===== src/rtl/legacy_walk_pkg.sv =====
// Shared constants and types for the legacy page walker
package legacy_walk_pkg;

    // ------------------------------------------------------------------
    // Widths
    // ------------------------------------------------------------------
    localparam int VA_W  = 32;              // Virtual address width
    localparam int PA_W  = 52;              // Widest physical address
    localparam int ENT_W = 64;              // Widest table entry
    localparam int ATR_W = 8;               // Packed attribute vector

    // ------------------------------------------------------------------
    // Entry field positions
    // ------------------------------------------------------------------
    localparam int BIT_PRESENT   = 0;       // Present
    localparam int BIT_DIRTY     = 6;       // Dirty, top of low attrs
    localparam int BIT_LARGE     = 7;       // Large-page select
    localparam int BIT_AIDX_4K   = 7;       // Attribute index, 4K entry
    localparam int BIT_GLOBAL    = 8;       // Global
    localparam int BIT_AIDX_BIG  = 12;      // Attribute index, large
    localparam int HI4M_LSB      = 13;      // Physical bits 39..32 low
    localparam int HI4M_MSB      = 20;      // Physical bits 39..32 high
    localparam int BIT_NOEXEC    = 63;      // No-execute, wide entries

    // ------------------------------------------------------------------
    // Page geometry
    // ------------------------------------------------------------------
    localparam int SHIFT_4K   = 12;         // 4-Kbyte page / table
    localparam int SHIFT_2M   = 21;         // 2-Mbyte page
    localparam int SHIFT_4M   = 22;         // 4-Mbyte page
    localparam int SHIFT_PTR  = 5;          // Pointer table alignment
    localparam int HI4M_PA    = 32;         // First split physical bit
    localparam int PA4M_W     = 40;         // 4-Mbyte address width

    // ------------------------------------------------------------------
    // Values after reset
    // ------------------------------------------------------------------
    localparam logic [PA_W-1:0]  ADDR_RST  = 52'h0;
    localparam logic [VA_W-1:0]  VA_RST    = 32'h0;
    localparam logic [ATR_W-1:0] ATTR_RST  = 8'h00;
    localparam logic             READY_RST = 1'b1;

    // ------------------------------------------------------------------
    // Encodings
    // ------------------------------------------------------------------
    typedef enum logic [1:0] {
        PG_4K = 2'b00,
        PG_4M = 2'b01,
        PG_2M = 2'b10
    } page_size_e;

    typedef enum logic [1:0] {
        ST_IDLE = 2'b00,
        ST_PTR  = 2'b01,
        ST_DIR  = 2'b10,
        ST_TBL  = 2'b11
    } walk_state_e;

endpackage


===== src/rtl/entry_if.sv =====
// Raw entry and its decoded fields between walker and decoder
`timescale 1ns/1ps
interface entry_if import legacy_walk_pkg::*; ();
    logic [ENT_W-1:0] raw;                  // Entry as fetched
    logic             pae;                  // Wide entry format
    logic             present;              // Present bit
    logic             large_sel;            // Large-page select
    logic             aidx_4k;              // Attribute index, 4K
    logic             aidx_big;             // Attribute index, large
    logic             no_exec;              // No-execute
    logic [ATR_W-1:0] attr;                 // {g,d,a,cd,wt,us,rw,p}
    logic [PA_W-1:0]  tbl_base;             // Next-level / 4K base
    logic [PA_W-1:0]  big_base;             // Large page base

    modport dec  (input  raw, pae,
                  output present, large_sel, aidx_4k, aidx_big, no_exec,
                         attr, tbl_base, big_base);
    modport walk (output raw, pae,
                  input  present, large_sel, aidx_4k, aidx_big, no_exec,
                         attr, tbl_base, big_base);
endinterface


===== src/rtl/entry_decode.sv =====
// Field decoder for 32-bit and 64-bit translation entries
`timescale 1ns/1ps
module entry_decode import legacy_walk_pkg::*; (
    // Entry in, fields out
    entry_if.dec ent
);

    // ------------------------------------------------------------------
    // Format select
    // ------------------------------------------------------------------
    // Narrow entries only own the low word; the upper half of the bus
    // is forced to zero so stale data cannot leak into a base
    wire [ENT_W-1:0] w_ent = ent.pae ? ent.raw : {32'h0, ent.raw[31:0]};

    // ------------------------------------------------------------------
    // Flag fields
    // ------------------------------------------------------------------
    assign ent.present   = w_ent[BIT_PRESENT];
    assign ent.large_sel = w_ent[BIT_LARGE];
    assign ent.aidx_4k   = w_ent[BIT_AIDX_4K];
    // Large entries keep the attribute index at 12
    assign ent.aidx_big  = w_ent[BIT_AIDX_BIG];
    assign ent.no_exec   = w_ent[BIT_NOEXEC];
    // Global at 8 and dirty..present at 6..0
    assign ent.attr      = {w_ent[BIT_GLOBAL], w_ent[BIT_DIRTY:0]};

    // ------------------------------------------------------------------
    // Base addresses
    // ------------------------------------------------------------------
    // Wide entries carry up to 52 physical bits
    assign ent.tbl_base = {w_ent[PA_W-1:SHIFT_4K], 12'h000};
    // Split 4M field: 20..13 -> 39..32, 31..22 -> 31..22
    assign ent.big_base = ent.pae
        ? {w_ent[PA_W-1:SHIFT_2M], 21'h0}
        : {12'h000, w_ent[HI4M_MSB:HI4M_LSB],
           w_ent[VA_W-1:SHIFT_4M], 22'h0};

endmodule


===== src/rtl/legacy_page_walk_decode.sv =====
// Legacy-mode page-table walker: address split, fetch and entry decode
`timescale 1ns/1ps
module legacy_page_walk_decode import legacy_walk_pkg::*; (
    // Clock and reset
    input  wire logic              mclk,
    input  wire logic              rst_n,
    // Paging controls
    input  wire logic              page_size_ext_enable,
    input  wire logic              phys_addr_ext_enable,
    input  wire logic [VA_W-1:0]   translation_root_register,
    // Translation request
    input  wire logic              req_valid,
    input  wire logic [VA_W-1:0]   req_vaddr,
    output logic                   req_ready,
    // Entry fetch port to memory
    output logic                   mem_rd_req,
    output logic [PA_W-1:0]        mem_rd_addr,
    output logic                   mem_rd_wide,
    input  wire logic              mem_rd_valid,
    input  wire logic [ENT_W-1:0]  mem_rd_data,
    // Translation result
    output logic                   done,
    output logic [PA_W-1:0]        paddr,
    output logic [1:0]             page_size,
    output logic                   present,
    output logic [ATR_W-1:0]       attr,
    output logic                   attr_idx,
    output logic                   no_exec
);

    // ------------------------------------------------------------------
    // Fetch address arithmetic
    // ------------------------------------------------------------------
    // Entries are 4 bytes narrow, 8 bytes wide
    function automatic logic [PA_W-1:0] fetch_addr(
        input logic [PA_W-1:0] base,
        input logic [9:0]      idx,
        input logic            wide
    );
        logic [PA_W-1:0] off;
        off = wide ? {39'h0, idx, 3'h0} : {40'h0, idx, 2'h0};
        fetch_addr = base + off;
    endfunction

    // ------------------------------------------------------------------
    // State
    // ------------------------------------------------------------------
    walk_state_e       state_ff, nxt_state;   // Walk phase
    logic [VA_W-1:0]   va_ff, nxt_va;         // Address being walked
    logic [VA_W-1:0]   root_ff, nxt_root;     // Root captured at start
    logic              pae_ff, nxt_pae;       // Extended mode for walk
    logic              pse_on_ff, nxt_pse_on; // 4M allowed for walk
    logic              ready_ff, nxt_ready;   // Idle, can accept
    logic              req_ff, nxt_req;       // Fetch outstanding
    logic [PA_W-1:0]   addr_ff, nxt_addr;     // Fetch address
    logic              done_ff, nxt_done;     // Result pulse
    logic [PA_W-1:0]   paddr_ff, nxt_paddr;   // Physical address
    page_size_e        size_ff, nxt_size;     // Page size of result
    logic              present_ff, nxt_present;
    logic [ATR_W-1:0]  attr_ff, nxt_attr;
    logic              aidx_ff, nxt_aidx;     // Attribute index bit
    logic              noex_ff, nxt_noex;     // No-execute bit
    logic              fin;                   // Walk ends this cycle
    logic              fin_large;             // ... on a large page

    // ------------------------------------------------------------------
    // Entry decoder
    // ------------------------------------------------------------------
    entry_if ent ();
    assign ent.raw = mem_rd_data;
    assign ent.pae = pae_ff;

    entry_decode u_dec (
        .ent (ent)
    );

    // ------------------------------------------------------------------
    // Address selection
    // ------------------------------------------------------------------
    // Narrow root: base bits 31..12, low 12 zero
    wire [PA_W-1:0] dir_root_base =
        {20'h0, translation_root_register[VA_W-1:SHIFT_4K], 12'h000};
    // Wide root: base bits 31..5, 32-byte aligned
    wire [PA_W-1:0] ptr_root_base =
        {20'h0, translation_root_register[VA_W-1:SHIFT_PTR], 5'h00};
    // First fetch: directory by 31..22 or pointer by 31..30
    wire [PA_W-1:0] dir_root_addr =
        fetch_addr(dir_root_base, req_vaddr[31:22], 1'b0);
    wire [PA_W-1:0] ptr_root_addr =
        fetch_addr(ptr_root_base, {8'h0, req_vaddr[31:30]}, 1'b1);
    // Directory of wide walk indexed by 29..21
    wire [PA_W-1:0] dir_next_addr =
        fetch_addr(ent.tbl_base, {1'b0, va_ff[29:21]}, 1'b1);
    // Table index is 9 bits wide for 512 entries, else 10
    wire [9:0]      tbl_idx = pae_ff ? {1'b0, va_ff[20:12]}
                                     : va_ff[21:12];
    wire [PA_W-1:0] tbl_next_addr =
        fetch_addr(ent.tbl_base, tbl_idx, pae_ff);
    // Large bit honoured in wide mode regardless of size-ext
    wire            dir_large = ent.large_sel & (pae_ff | pse_on_ff);
    // Large offset is 20..0 wide 21..0 narrow
    wire [PA_W-1:0] big_paddr = pae_ff
        ? {ent.big_base[PA_W-1:SHIFT_2M], va_ff[SHIFT_2M-1:0]}
        : {ent.big_base[PA_W-1:SHIFT_4M], va_ff[SHIFT_4M-1:0]};
    wire [PA_W-1:0] tbl_paddr =
        {ent.tbl_base[PA_W-1:SHIFT_4K], va_ff[SHIFT_4K-1:0]};

    // ------------------------------------------------------------------
    // Walk sequencing
    // ------------------------------------------------------------------
    // A not-present entry ends the walk at once; the result shows it
    // with present low and nothing further is fetched
    always_comb begin
        nxt_state   = state_ff;
        nxt_va      = va_ff;
        nxt_root    = root_ff;
        nxt_pae     = pae_ff;
        nxt_pse_on  = pse_on_ff;
        nxt_req     = req_ff;
        nxt_addr    = addr_ff;
        nxt_done    = 1'b0;
        nxt_paddr   = paddr_ff;
        nxt_size    = size_ff;
        nxt_present = present_ff;
        nxt_attr    = attr_ff;
        nxt_aidx    = aidx_ff;
        nxt_noex    = noex_ff;
        fin         = 1'b0;
        fin_large   = 1'b0;
        unique case (state_ff)
            ST_IDLE: begin
                if (req_valid) begin
                    nxt_va     = req_vaddr;
                    nxt_root   = translation_root_register;
                    nxt_pae    = phys_addr_ext_enable;
                    // 4M only with size-ext on, phys-ext off
                    nxt_pse_on = page_size_ext_enable &
                                 ~phys_addr_ext_enable;
                    nxt_req    = 1'b1;
                    if (phys_addr_ext_enable) begin
                        nxt_addr  = ptr_root_addr;
                        nxt_state = ST_PTR;
                    end else begin
                        nxt_addr  = dir_root_addr;
                        nxt_state = ST_DIR;
                    end
                end
            end
            ST_PTR: begin
                if (mem_rd_valid) begin
                    if (!ent.present) begin
                        fin = 1'b1;
                    end else begin
                        nxt_addr  = dir_next_addr;
                        nxt_state = ST_DIR;
                    end
                end
            end
            ST_DIR: begin
                if (mem_rd_valid) begin
                    if (!ent.present) begin
                        fin = 1'b1;
                    end else if (dir_large) begin
                        // No table fetch for large pages
                        fin       = 1'b1;
                        fin_large = 1'b1;
                    end else begin
                        nxt_addr  = tbl_next_addr;
                        nxt_state = ST_TBL;
                    end
                end
            end
            ST_TBL: begin
                if (mem_rd_valid) begin
                    fin = 1'b1;
                end
            end
        endcase
        if (fin) begin
            nxt_req     = 1'b0;
            nxt_done    = 1'b1;
            nxt_state   = ST_IDLE;
            nxt_present = ent.present;
            nxt_attr    = ent.attr;
            nxt_noex    = ent.no_exec;
            nxt_aidx    = fin_large ? ent.aidx_big : ent.aidx_4k;
            nxt_paddr   = fin_large ? big_paddr : tbl_paddr;
            nxt_size    = !fin_large ? PG_4K : (pae_ff ? PG_2M : PG_4M);
        end
        nxt_ready = (nxt_state == ST_IDLE);
    end

    // ------------------------------------------------------------------
    // Registers
    // ------------------------------------------------------------------
    // Walk control
    always_ff @(posedge mclk or negedge rst_n) begin
        if (!rst_n) begin
            state_ff  <= ST_IDLE;
            va_ff     <= VA_RST;
            root_ff   <= VA_RST;
            pae_ff    <= 1'b0;
            pse_on_ff <= 1'b0;
            ready_ff  <= READY_RST;
            req_ff    <= 1'b0;
            addr_ff   <= ADDR_RST;
        end else begin
            state_ff  <= nxt_state;
            va_ff     <= nxt_va;
            root_ff   <= nxt_root;
            pae_ff    <= nxt_pae;
            pse_on_ff <= nxt_pse_on;
            ready_ff  <= nxt_ready;
            req_ff    <= nxt_req;
            addr_ff   <= nxt_addr;
        end
    end

    // Result, held until the next walk ends; done is a one-cycle pulse
    always_ff @(posedge mclk or negedge rst_n) begin
        if (!rst_n) begin
            done_ff    <= 1'b0;
            paddr_ff   <= ADDR_RST;
            size_ff    <= PG_4K;
            present_ff <= 1'b0;
            attr_ff    <= ATTR_RST;
            aidx_ff    <= 1'b0;
            noex_ff    <= 1'b0;
        end else begin
            done_ff    <= nxt_done;
            paddr_ff   <= nxt_paddr;
            size_ff    <= nxt_size;
            present_ff <= nxt_present;
            attr_ff    <= nxt_attr;
            aidx_ff    <= nxt_aidx;
            noex_ff    <= nxt_noex;
        end
    end

    // ------------------------------------------------------------------
    // Outputs
    // ------------------------------------------------------------------
    assign req_ready   = ready_ff;
    assign mem_rd_req  = req_ff;
    assign mem_rd_addr = addr_ff;
    assign mem_rd_wide = pae_ff;
    assign done        = done_ff;
    assign paddr       = paddr_ff;
    assign page_size   = size_ff;
    assign present     = present_ff;
    assign attr        = attr_ff;
    assign attr_idx    = aidx_ff;
    assign no_exec     = noex_ff;

    wire dir_hit = (state_ff == ST_DIR) && mem_rd_valid && ent.present;
endmodule


===== config.mk =====
export PLATFORM = sky130hd
export DESIGN_NAME = legacy_page_walk_decode
export DESIGN_NICKNAME = d
export VERILOG_FILES = /design/src/rtl/legacy_walk_pkg.sv /design/src/rtl/entry_if.sv /design/src/rtl/entry_decode.sv /design/src/rtl/legacy_page_walk_decode.sv
export SDC_FILE = /design/constraint.sdc
export NUM_CORES = 1
export LEC_CHECK = 0
export ABC_AREA = 1
export BUFFER_PORTS_ARGS = -buffer_cell sky130_fd_sc_hd__buf_2
export CAP_MARGIN = 20
export CORE_ASPECT_RATIO = 1.2
export CORE_MARGIN = 4
export CORE_UTILIZATION = 52
export CTS_CLUSTER_DIAMETER = 120
export DETAILED_ROUTE_END_ITERATION = 10
export PLACE_DENSITY = 0.81
export SLEW_MARGIN = 25
export SYNTH_ARGS = -nofsm -noshare
export SYNTH_HDL_FRONTEND = slang
export SYNTH_SLANG_ARGS = --single-unit

===== constraint.sdc =====
create_clock -name mclk -period 2.23 [get_ports mclk]
set_input_delay 0.3345 -clock mclk [delete_from_list [all_inputs] [get_ports mclk]]
set_output_delay 0.3345 -clock mclk [all_outputs]
set_load 0.005 [all_outputs]

==> results.sh, run 1 <==
export IMPL_status="complete, no violations"
export IMPL_num_vias=8451
export IMPL_min_to="attr[4]"
export IMPL_first_global_vias=8110
export IMPL_post_dp_hpwl_mm=20.0
export IMPL_yosys_top_cells_count="470 x nand2_1, 150 x dfrtp_1, 111 x o21ai_0, 85 x nor2_1, 73 x nand3_1"
export IMPL_p_per_area_nw_per_um2=1380
export IMPL_avgRoutedWirePerCell_um=16.8
export IMPL_worstRegToRegCells=11
export IMPL_drtIter0Drc=703
export IMPL_core_area_um2=15500
export IMPL_final_nets=1495
export IMPL_wl_mm=26.4
export IMPL_cp_start_kind="flip-flop"
export IMPL_synth_area_top_cells="dfrtp_1 46%, nand2_1 22%, o21ai_0 6.8%"
export IMPL_avgViaCountPerCell=5.36
export IMPL_ys_seq_area_frac=0.461
export IMPL_ys_async_sr_fraction=1.00
export IMPL_die_height_um=146
export IMPL_synth_distinct_cells=41
export IMPL_r2r_start="state_ff[1]"
export IMPL_synth_most_common_cell="nand2_1"
export IMPL_yosysTopAreaCell="dfrtp_1"
export IMPL_tritoncts="built"
export IMPL_crit_arrival_ns=2.45
export IMPL_synth_flop_cell="dfrtp_1"
export IMPL_htree_levels=4
export IMPL_hp_start="mem_rd_data[4]"
export IMPL_fin_setup_tns_ns=0
export IMPL_start_util=0.529
export IMPL_dr_pass1_iters=8
export IMPL_synth_warnings=0
export IMPL_row_count=50
export IMPL_clk_latency_ns=0.43
export IMPL_worst_hold_path_type="input pin to flip-flop"
export IMPL_setup_viol=0
export IMPL_reg2reg_slack_ns=0.15
export IMPL_netlist_area_um2=8200
export IMPL_synthMuxAreaShare=0
export IMPL_post_synth_cell_area_avg_um2=7.19
export IMPL_critPathMaxFanout=54
export IMPL_ir_drop_uv=1030
export IMPL_p_leak_nw=5.50
export IMPL_syn2layout_area_growth_pct=23.1
export IMPL_cts_buffers=17
export IMPL_skew_ns=0.00815
export IMPL_fp_dieW_um=123
export IMPL_synth_xor_area_frac=0.00107
export IMPL_synth_seq_cells=151
export IMPL_grt_pass1_wl_mm=41.4
export IMPL_clock_sinks=151
export IMPL_worst_r2r_endpoint="mem_rd_addr[44]"
export IMPL_max_slew_worst_pin_slew_ns=0.521
export IMPL_root_buffer="clkbuf_16"
export IMPL_ant_nets=0
export IMPL_stdcell_count=1577
export IMPL_synthCells=1141
export IMPL_dp_cells=1542
export IMPL_clkTransAtPathRegs_ns=0.07
export IMPL_design_area_um2=10100
export IMPL_die_area_um2=17900
export IMPL_cp_required_ns=2.60
export IMPL_relSlewSlack=0.652
export IMPL_hold_viol=0
export IMPL_end_kind="flip-flop"
export IMPL_dpl_instance_area_um2=9510
export IMPL_drv_slew=0
export IMPL_num_io_pins=255
export IMPL_post_cts_setup_buffer_count=0
export IMPL_antenna_found_initial=6
export IMPL_fin_util=0.651
export IMPL_yosys_area_share_adder=0.0107
export IMPL_grt_setup_unrepaired="false"
export IMPL_finalCritPeriodShare=0.935
export IMPL_synth_simple_area_share=0.326
export IMPL_fmax_mhz=480
export IMPL_drive_above_1_share=0.225
export IMPL_worstSetupPathType="flip-flop to flip-flop"
export IMPL_track_usage=0.298
export IMPL_drv_cap=0
export IMPL_grt_max_degree=55
export IMPL_place_congestion=0.969
export IMPL_portBuffers=233
export IMPL_hold_path_depth=3
export IMPL_power_mw=14.0
export IMPL_synth_edff_count=0
export IMPL_grt_ovfl_total=0
export IMPL_drc_errors=0
export IMPL_synth_compound_area_frac=0.128
export IMPL_clk_path_buf_depth=2
export IMPL_fin_crit_ns=2.08
export IMPL_synth_top_cell_area_share=0.458
export IMPL_synth_top_family_by_area="simple AND/OR/NAND/NOR gates"
==> how the worst max path moves through the flow <==
stage          slack (ns)        start  cells past startpoint         endpoint
2_1_floorplan        0.37  state_ff[0]                     11        paddr[32]
3_3_place_gp         0.20  state_ff[0]                     11  mem_rd_addr[38]
3_5_place_dp          0.1  state_ff[1]                     11  mem_rd_addr[44]
4_1_cts              0.07  state_ff[0]                     11  mem_rd_addr[44]
5_1_grt              0.04  state_ff[0]                     11  mem_rd_addr[44]
6_report             0.15  state_ff[1]                     11  mem_rd_addr[44]
==> stage by stage <==
| step | hold WS (ns) | setup WS [ns] |
|---|---|---|
| 5_1_grt | 0.0709 | 0.0447 |
| 3_5_place_dp | 0.255 | 0.0956 |
| 4_1_cts | 0.0774 | 0.0710 |
| 6_report | 0.0841 | 0.146 |
| 2_1_floorplan | 0.0389 | 0.366 |
| 3_3_place_gp | 0.257 | 0.200 |
==> routing by layer <==
layer  vias to the layer above  share of wire  GRT usage
met1                      3919           0.37      0.355
met2                       349           0.50      0.495
met5                         -         0.0019          0
met3                        87          0.075     0.0766
met4                         8          0.050      0.148
li1                       4088              -          -
==> logic make-up (layout without fill, tap and decap cells) <==
| group | count (synthesis) | in the layout |
|---|---|---|
| adders and majority gates | 7 | 7 |
| DFF | 151 | 151 |
| buffers and inverters | 131 | 355 |
| other | 1 | 5 |
| and+or+nand+nor | 657 | 657 |
| xor gates and xnor gates | 1 | 1 |
| AOI/OAI and AO/OA | 193 | 193 |
==> layout by cell type, fill, tap and decap left out, drive strengths merged, types with 4 or more instances in the layout <==
master	count
dfrtp	150
nand4	8
nor2	92
o211ai	13
clkbuf	19
inv	74
clkinv	7
nand3b	4
a21oi	50
nand3	75
o21ai	117
ha	7
nand2	472
buf	252
==> state kept, by name (all words and copies together), names as in the netlist <==
name,count
mem_rd_addr,50
mem_rd_wide,1
mem_rd_req,1
state_ff,2
no_exec,1
paddr,52
page_size,2
pse_on_ff,1
va_ff,30
attr,8
attr_idx,1
req_ready,1
done,1
==> worst max-delay path: stages (launching register included) <==
cell and delay (ns):
dfrtp_1 0.44, inv_1 0.10, ha_1 0.20, inv_1 0.11, o21ai_0 0.12, a21oi_2 0.20, nand2_2 0.12, buf_12 0.20
nor2_1 0.14, buf_6 0.20, nand2_1 0.09, nand2_1 0.08
==> report_power, final <==
group	total, mW	internal (mW)	leakage [nW]	switching (mW)
Combinational	6.48	2.40	3.32	4.08
Clock	2.72	1.48	0.270	1.23
Sequential	4.78	4.03	1.91	0.747
Total	14.0	7.91	5.50	6.06
==> timing repair <==
action	CTS	global route
setup endpoints to repair	0	20
gates resized for setup	0	3
endpoints found under the hold margin	32	0
hold buffers	1	0
==> area by class of cell <==
cell class	count	area [µm²]
fillers	1461	5420
multi-input cells	861	3840
flip-flops and latches	151	3780
repair buffers	253	1390
clock buffers	19	443
inverters	70	265
well taps	208	260
clock inverters	13	115
diodes	2	5.00
Power figures use the tool's default switching activity.
==> run 2, diff against run 1 <==
==> constraint.sdc (replaced) <==
create_clock -name mclk -period 2.35 [get_ports mclk]
set_input_delay 0.3525 -clock mclk [delete_from_list [all_inputs] [get_ports mclk]]
set_output_delay 0.3525 -clock mclk [all_outputs]
set_load 0.005 [all_outputs]
==> run 2 against run 1 <==
Critical endpoint unchanged. Maximum frequency decreased by 4.1%. Wire length decreased by 1.1%. Final area about the same. Register-to-register slack improved by 0.03 ns. Global-route usage decreased by 0.26 points. Non-clock buffer count decreased by 2. Sequential share of layout area about the same. Worst setup slack improved by 0.031 ns. Via count increased by 0.54%. Die area unchanged.
==> results.sh, run 2 (same netlist as run 1, synthesis figures left out) <==
export IMPL_reg2reg_slack_ns=0.18
export IMPL_ant_nets=0
export IMPL_die_height_um=146
export IMPL_worstRegToRegCells=11
export IMPL_layout_commonest_cell="nand2_1"
export IMPL_avgRoutedWirePerCell_um=16.6
export IMPL_drv_slew=0
export IMPL_worst_r2r_endpoint="mem_rd_addr[44]"
export IMPL_status="complete, no violations"
export IMPL_core_area_um2=15500
export IMPL_cp_required_ns=2.72
export IMPL_worstSetupPathType="flip-flop to flip-flop"
export IMPL_cpPeakStageDelay_ns=0.43
export IMPL_start_util=0.529
export IMPL_final_nets=1493
export IMPL_fmax_mhz=460
export IMPL_clk_latency_ns=0.43
export IMPL_avgViaCountPerCell=5.40
export IMPL_fin_setup_tns_ns=0
export IMPL_place_congestion=0.978
export IMPL_final_cell_mix="469 x nand2_1, 232 x buf_2, 150 x dfrtp_1"
export IMPL_post_place_ws_ns=0.187
export IMPL_cts_buffers=17
export IMPL_use_met1=0.351
export IMPL_p_per_area_nw_per_um2=1320
export IMPL_hp_start="req_vaddr[17]"
export IMPL_clock_sinks=151
export IMPL_clkTransAtPathRegs_ns=0.07
export IMPL_root_buffer="clkbuf_16"
export IMPL_setup_viol=0
export IMPL_track_usage=0.295
export IMPL_drtIter0Drc=724
export IMPL_drive_above_1_share=0.223
export IMPL_wl_mm=26.1
export IMPL_num_io_pins=255
export IMPL_design_area_um2=10100
export IMPL_tritoncts="built"
export IMPL_critPathCapture="mem_rd_addr[44]"
export IMPL_stdcell_count=1574
export IMPL_p_leak_nw=5.50
export IMPL_end_kind="flip-flop"
export IMPL_globalRouteMet2Util=0.486
export IMPL_grt_max_degree=63
export IMPL_row_count=50
export IMPL_worst_hold_path_type="input pin to flip-flop"
export IMPL_fp_dieW_um=123
export IMPL_post_dp_hpwl_mm=19.5
export IMPL_grt_ovfl_total=0
export IMPL_grtUsageMet3=0.0828
export IMPL_first_global_vias=8012
export IMPL_post_cts_setup_buffer_count=0
export IMPL_fin_crit_ns=2.17
export IMPL_ir_drop_uv=740
export IMPL_dr_pass1_iters=7
export IMPL_dp_cells=1540
export IMPL_critPathMaxFanout=54
export IMPL_clk_path_buf_depth=2
export IMPL_top_usage_layer="met2"
export IMPL_die_area_um2=17900
export IMPL_critical_path_slowest_cell="dfrtp_1"
export IMPL_num_vias=8497
export IMPL_syn2layout_area_growth_pct=23.0
export IMPL_crit_arrival_ns=2.54
export IMPL_r2r_start="state_ff[0]"
export IMPL_relSlewSlack=0.644
export IMPL_cp_start_kind="flip-flop"
export IMPL_setup_ws_ns=0.177
export IMPL_hold_ws_ns=0.108
export IMPL_htree_levels=4
export IMPL_dpl_instance_area_um2=9490
export IMPL_largest_register_ffs=52
export IMPL_antenna_found_initial=5
export IMPL_drv_cap=0
export IMPL_grt_pass1_wl_mm=41.0
export IMPL_skew_ns=0.00735
export IMPL_drc_errors=0
export IMPL_max_slew_worst_pin_slew_ns=0.529
export IMPL_cp_cell_sequence="inv_1 > ha_1 > inv_1 > o21ai_0 > a21oi_1 > nand2_2 > buf_12 > nor2_1 > buf_4 > nand2_1 > nand2_1"
export IMPL_portBuffers=233
export IMPL_hold_viol=0
export IMPL_finalCritPeriodShare=0.925
export IMPL_startpoint="state_ff[0]"
==> run 2: cell type report <==
cell class	instances	area, µm²
diodes	1	2.50
repair buffers	251	1360
fillers	1455	5430
clock buffers	18	429
clock inverters	14	159
flip-flops and latches	151	3780
inverters	70	265
multi-input cells	861	3830
well taps	208	260
==> run 2: power breakdown <==
group          switching [mW]  total (mW)  internal (mW)
clock network            1.20        2.71           1.51
registers               0.706        4.53           3.83
logic                    3.87        6.10           2.22
total                    5.78        13.3           7.55
==> run 2: per-layer routing <==
| layer | vias to the layer above | routed length, µm | part of all wire |
|---|---|---|---|
| li1 | 4079 | - | - |
| met1 | 3889 | 9680 | 0.37 |
| met2 | 421 | 12700 | 0.49 |
| met3 | 100 | 2260 | 0.086 |
| met4 | 8 | 1430 | 0.055 |
| met5 | - | 42 | 0.0016 |
==> run 2: timing repair <==
item / 4_1_cts / 5_1_grt
hold buffers: 1 / 0
endpoints found under the hold margin: 42 / 0
gates resized for setup: 0 / 1
endpoints found under the setup margin: 0 / 20
==> run 2: worst min-delay path by stage <==
stage                     end  cells after the start
CTS                 va_ff[20]                      3
global placement    paddr[49]                      1
detailed placement    attr[1]                      1
floorplan             attr[0]                      0
global route         va_ff[4]                      3
finish              va_ff[17]                      3
==> run 2: critical path: cells and delay by family, from the launching register on <==
family	cells	cell delay [ns]
adder cells (fa/ha/maj)	1	0.24
flip-flops	1	0.43
AND/OR/NAND/NOR	4	0.40
AO/OA/AOI/OAI	2	0.33
buffers and inverters	4	0.68
==> run 2: metrics by stage <==
| step | total power [mW] | utilization |
|---|---|---|
| after global routing | 14.4 | 0.650 |
| final | 13.3 | 0.650 |
| after floorplan | 8.26 | - |
| after detailed placement | 10.6 | 0.611 |
| after CTS | 13.3 | 0.650 |
| after global placement | 10.4 | 0.611 |
==> run 3, diff against run 2 <==
--- a/config.mk
+++ b/config.mk
@@ -12,8 +12,9 @@
 export CORE_MARGIN = 4
 export CORE_UTILIZATION = 52
 export CTS_CLUSTER_DIAMETER = 120
+export CTS_CLUSTER_SIZE = 12
 export DETAILED_ROUTE_END_ITERATION = 10
-export PLACE_DENSITY = 0.81
+export PLACE_DENSITY = 0.78
 export SLEW_MARGIN = 25
 export SYNTH_ARGS = -nofsm -noshare
 export SYNTH_HDL_FRONTEND = slang
==> run 3 against run 2 <==
Maximum frequency down 0.71%. First-iteration DRC count increased by 11%. Die area stayed put. Non-clock buffer count increased by 4. Largest cell class unchanged. Clock power shrank 4%. Critical path type unchanged. Worst setup slack lost 0.015 ns. Wire length grew 0.82%. Sequential power about the same. Global-route usage is 0.12 points higher. Critical path depth down 2. Sequential share of layout area did not move. Utilization unchanged.
==> results.sh, run 3 (same netlist as run 1, synthesis figures left out) <==
export IMPL_setup_viol=0
export IMPL_ir_drop_uv=673
export IMPL_first_global_vias=8031
export IMPL_drv_slew=0
export IMPL_fp_dieW_um=123
export IMPL_antenna_found_initial=6
export IMPL_cpPeakStageDelay_ns=0.44
export IMPL_drc_errors=0
export IMPL_fmax_mhz=457
export IMPL_grt_setup_unrepaired="false"
export IMPL_max_slew_worst_pin_slew_ns=0.681
export IMPL_avgRoutedWirePerCell_um=16.7
export IMPL_post_cts_setup_buffer_count=0
export IMPL_dr_pass1_iters=5
export IMPL_layout_commonest_cell="nand2_1"
export IMPL_clkTransAtPathRegs_ns=0.07
export IMPL_hold_path_depth=3
export IMPL_start_util=0.529
export IMPL_worst_hold_path_type="input pin to flip-flop"
export IMPL_place_congestion=1.01
export IMPL_ant_nets=0
export IMPL_core_area_um2=15500
export IMPL_clk_path_buf_depth=2
export IMPL_fin_setup_tns_ns=0
export IMPL_post_dp_hpwl_mm=19.3
export IMPL_critPathMaxFanout=33
export IMPL_final_cell_mix="469 x nand2_1, 232 x buf_2, 150 x dfrtp_1"
export IMPL_reg2reg_slack_ns=0.16
export IMPL_drive_above_1_share=0.225
export IMPL_hold_viol=0
export IMPL_clock_sinks=151
export IMPL_critical_path_slowest_cell="dfrtp_1"
export IMPL_avgViaCountPerCell=5.40
export IMPL_grt_ovfl_total=0
export IMPL_worstRegToRegCells=9
export IMPL_p_leak_nw=5.50
export IMPL_drv_cap=0
export IMPL_die_area_um2=17900
export IMPL_status="complete, no violations"
export IMPL_row_count=50
export IMPL_cp_cell_sequence="inv_1 > ha_1 > inv_1 > o21ai_0 > a21oi_1 > nand2_4 > buf_4 > a21oi_1 > a21oi_1"
export IMPL_tritoncts="built"
export IMPL_cp_start_kind="flip-flop"
export IMPL_r2r_start="state_ff[0]"
export IMPL_hp_start="req_vaddr[5]"
export IMPL_crit_arrival_ns=2.51
export IMPL_hold_ws_ns=0.0983
export IMPL_finalCritPeriodShare=0.931
export IMPL_worst_r2r_endpoint="mem_rd_addr[31]"
export IMPL_final_nets=1497
export IMPL_cpMostUsedCell="a21oi_1"
export IMPL_worstSetupPathType="flip-flop to flip-flop"
export IMPL_num_io_pins=255
export IMPL_syn2layout_area_growth_pct=23.0
export IMPL_p_per_area_nw_per_um2=1310
export IMPL_end_kind="flip-flop"
export IMPL_cp_required_ns=2.67
export IMPL_fin_crit_ns=2.19
export IMPL_min_to="va_ff[5]"
export IMPL_grt_max_degree=69
export IMPL_grt_pass1_wl_mm=40.9
export IMPL_portBuffers=233
export IMPL_skew_ns=0.0112
export IMPL_relSlewSlack=0.546
export IMPL_track_usage=0.296
export IMPL_largest_register_ffs=52
export IMPL_die_height_um=146
export IMPL_htree_levels=4
export IMPL_drtIter0Drc=806
export IMPL_wl_mm=26.3
export IMPL_num_vias=8545
export IMPL_clk_latency_ns=0.44
export IMPL_cts_buffers=17
export IMPL_root_buffer="clkbuf_16"
## run 3: metal layers
metal / vias to the layer above / wire length [µm] / GRT usage
met5: - / 38 / 0
met4: 6 / 1500 / 0.164
met3: 99 / 2120 / 0.0645
met2: 396 / 13000 / 0.491
met1: 3947 / 9720 / 0.355
li1: 4097 / - / -
## run 3: worst max path at each step
stage | cells after the start | endpoint | slack, ns | from
6_report | 9 | mem_rd_addr[31] | 0.16 | state_ff[0]
5_1_grt | 10 | mem_rd_addr[28] | 0.03 | state_ff[0]
3_5_place_dp | 9 | mem_rd_addr[31] | 0.20 | state_ff[0]
2_1_floorplan | 11 | paddr[32] | 0.49 | state_ff[0]
4_1_cts | 9 | mem_rd_addr[31] | 0.17 | state_ff[0]
3_3_place_gp | 8 | mem_rd_addr[12] | 0.28 | state_ff[0]
## run 3: stage by stage
stage          instance area (µm²)  power, mW   util  setup slack (ns)  cells
2_1_floorplan                 8210       8.26      -             0.486   1143
3_3_place_gp                  9510       10.5  0.613             0.283   1544
3_5_place_dp                  9510       10.6  0.613             0.197   1544
4_1_cts                      10100       13.3  0.649             0.173   1576
5_1_grt                      10100       14.3  0.650            0.0345   1578
6_report                     10100       13.3  0.650             0.161   1581
## run 3: layout make-up
cell class	count	area, µm²
Antenna cell	5	12.5
Clock buffer	17	425
Clock inverter	14	130
Fill cell	1464	5430
Inverter	70	265
Multi-Input combinational cell	861	3840
Sequential cell	151	3780
Tap cell	208	260
Timing Repair Buffer	255	1380
## run 3: worst max-delay path: cells and delay by family (launching register included)
kind            cells  cell delay [ns]
compound gates      4             0.66
fa+ha+maj           1             0.23
simple gates        1             0.21
flops               1             0.44
buf+inv             3             0.52
## run 3: power by group
group          total [mW]  internal [mW]  switching, mW  leakage [nW]
clock network        2.61           1.39           1.22         0.273
registers            4.55           3.83          0.720          1.91
logic                6.11           2.23           3.87          3.32
## run 3: what timing repair did
item,in CTS,in global routing
endpoints found under the setup margin,0,2
hold buffers,1,0
resized for setup,0,1
hold endpoints to repair,65,0
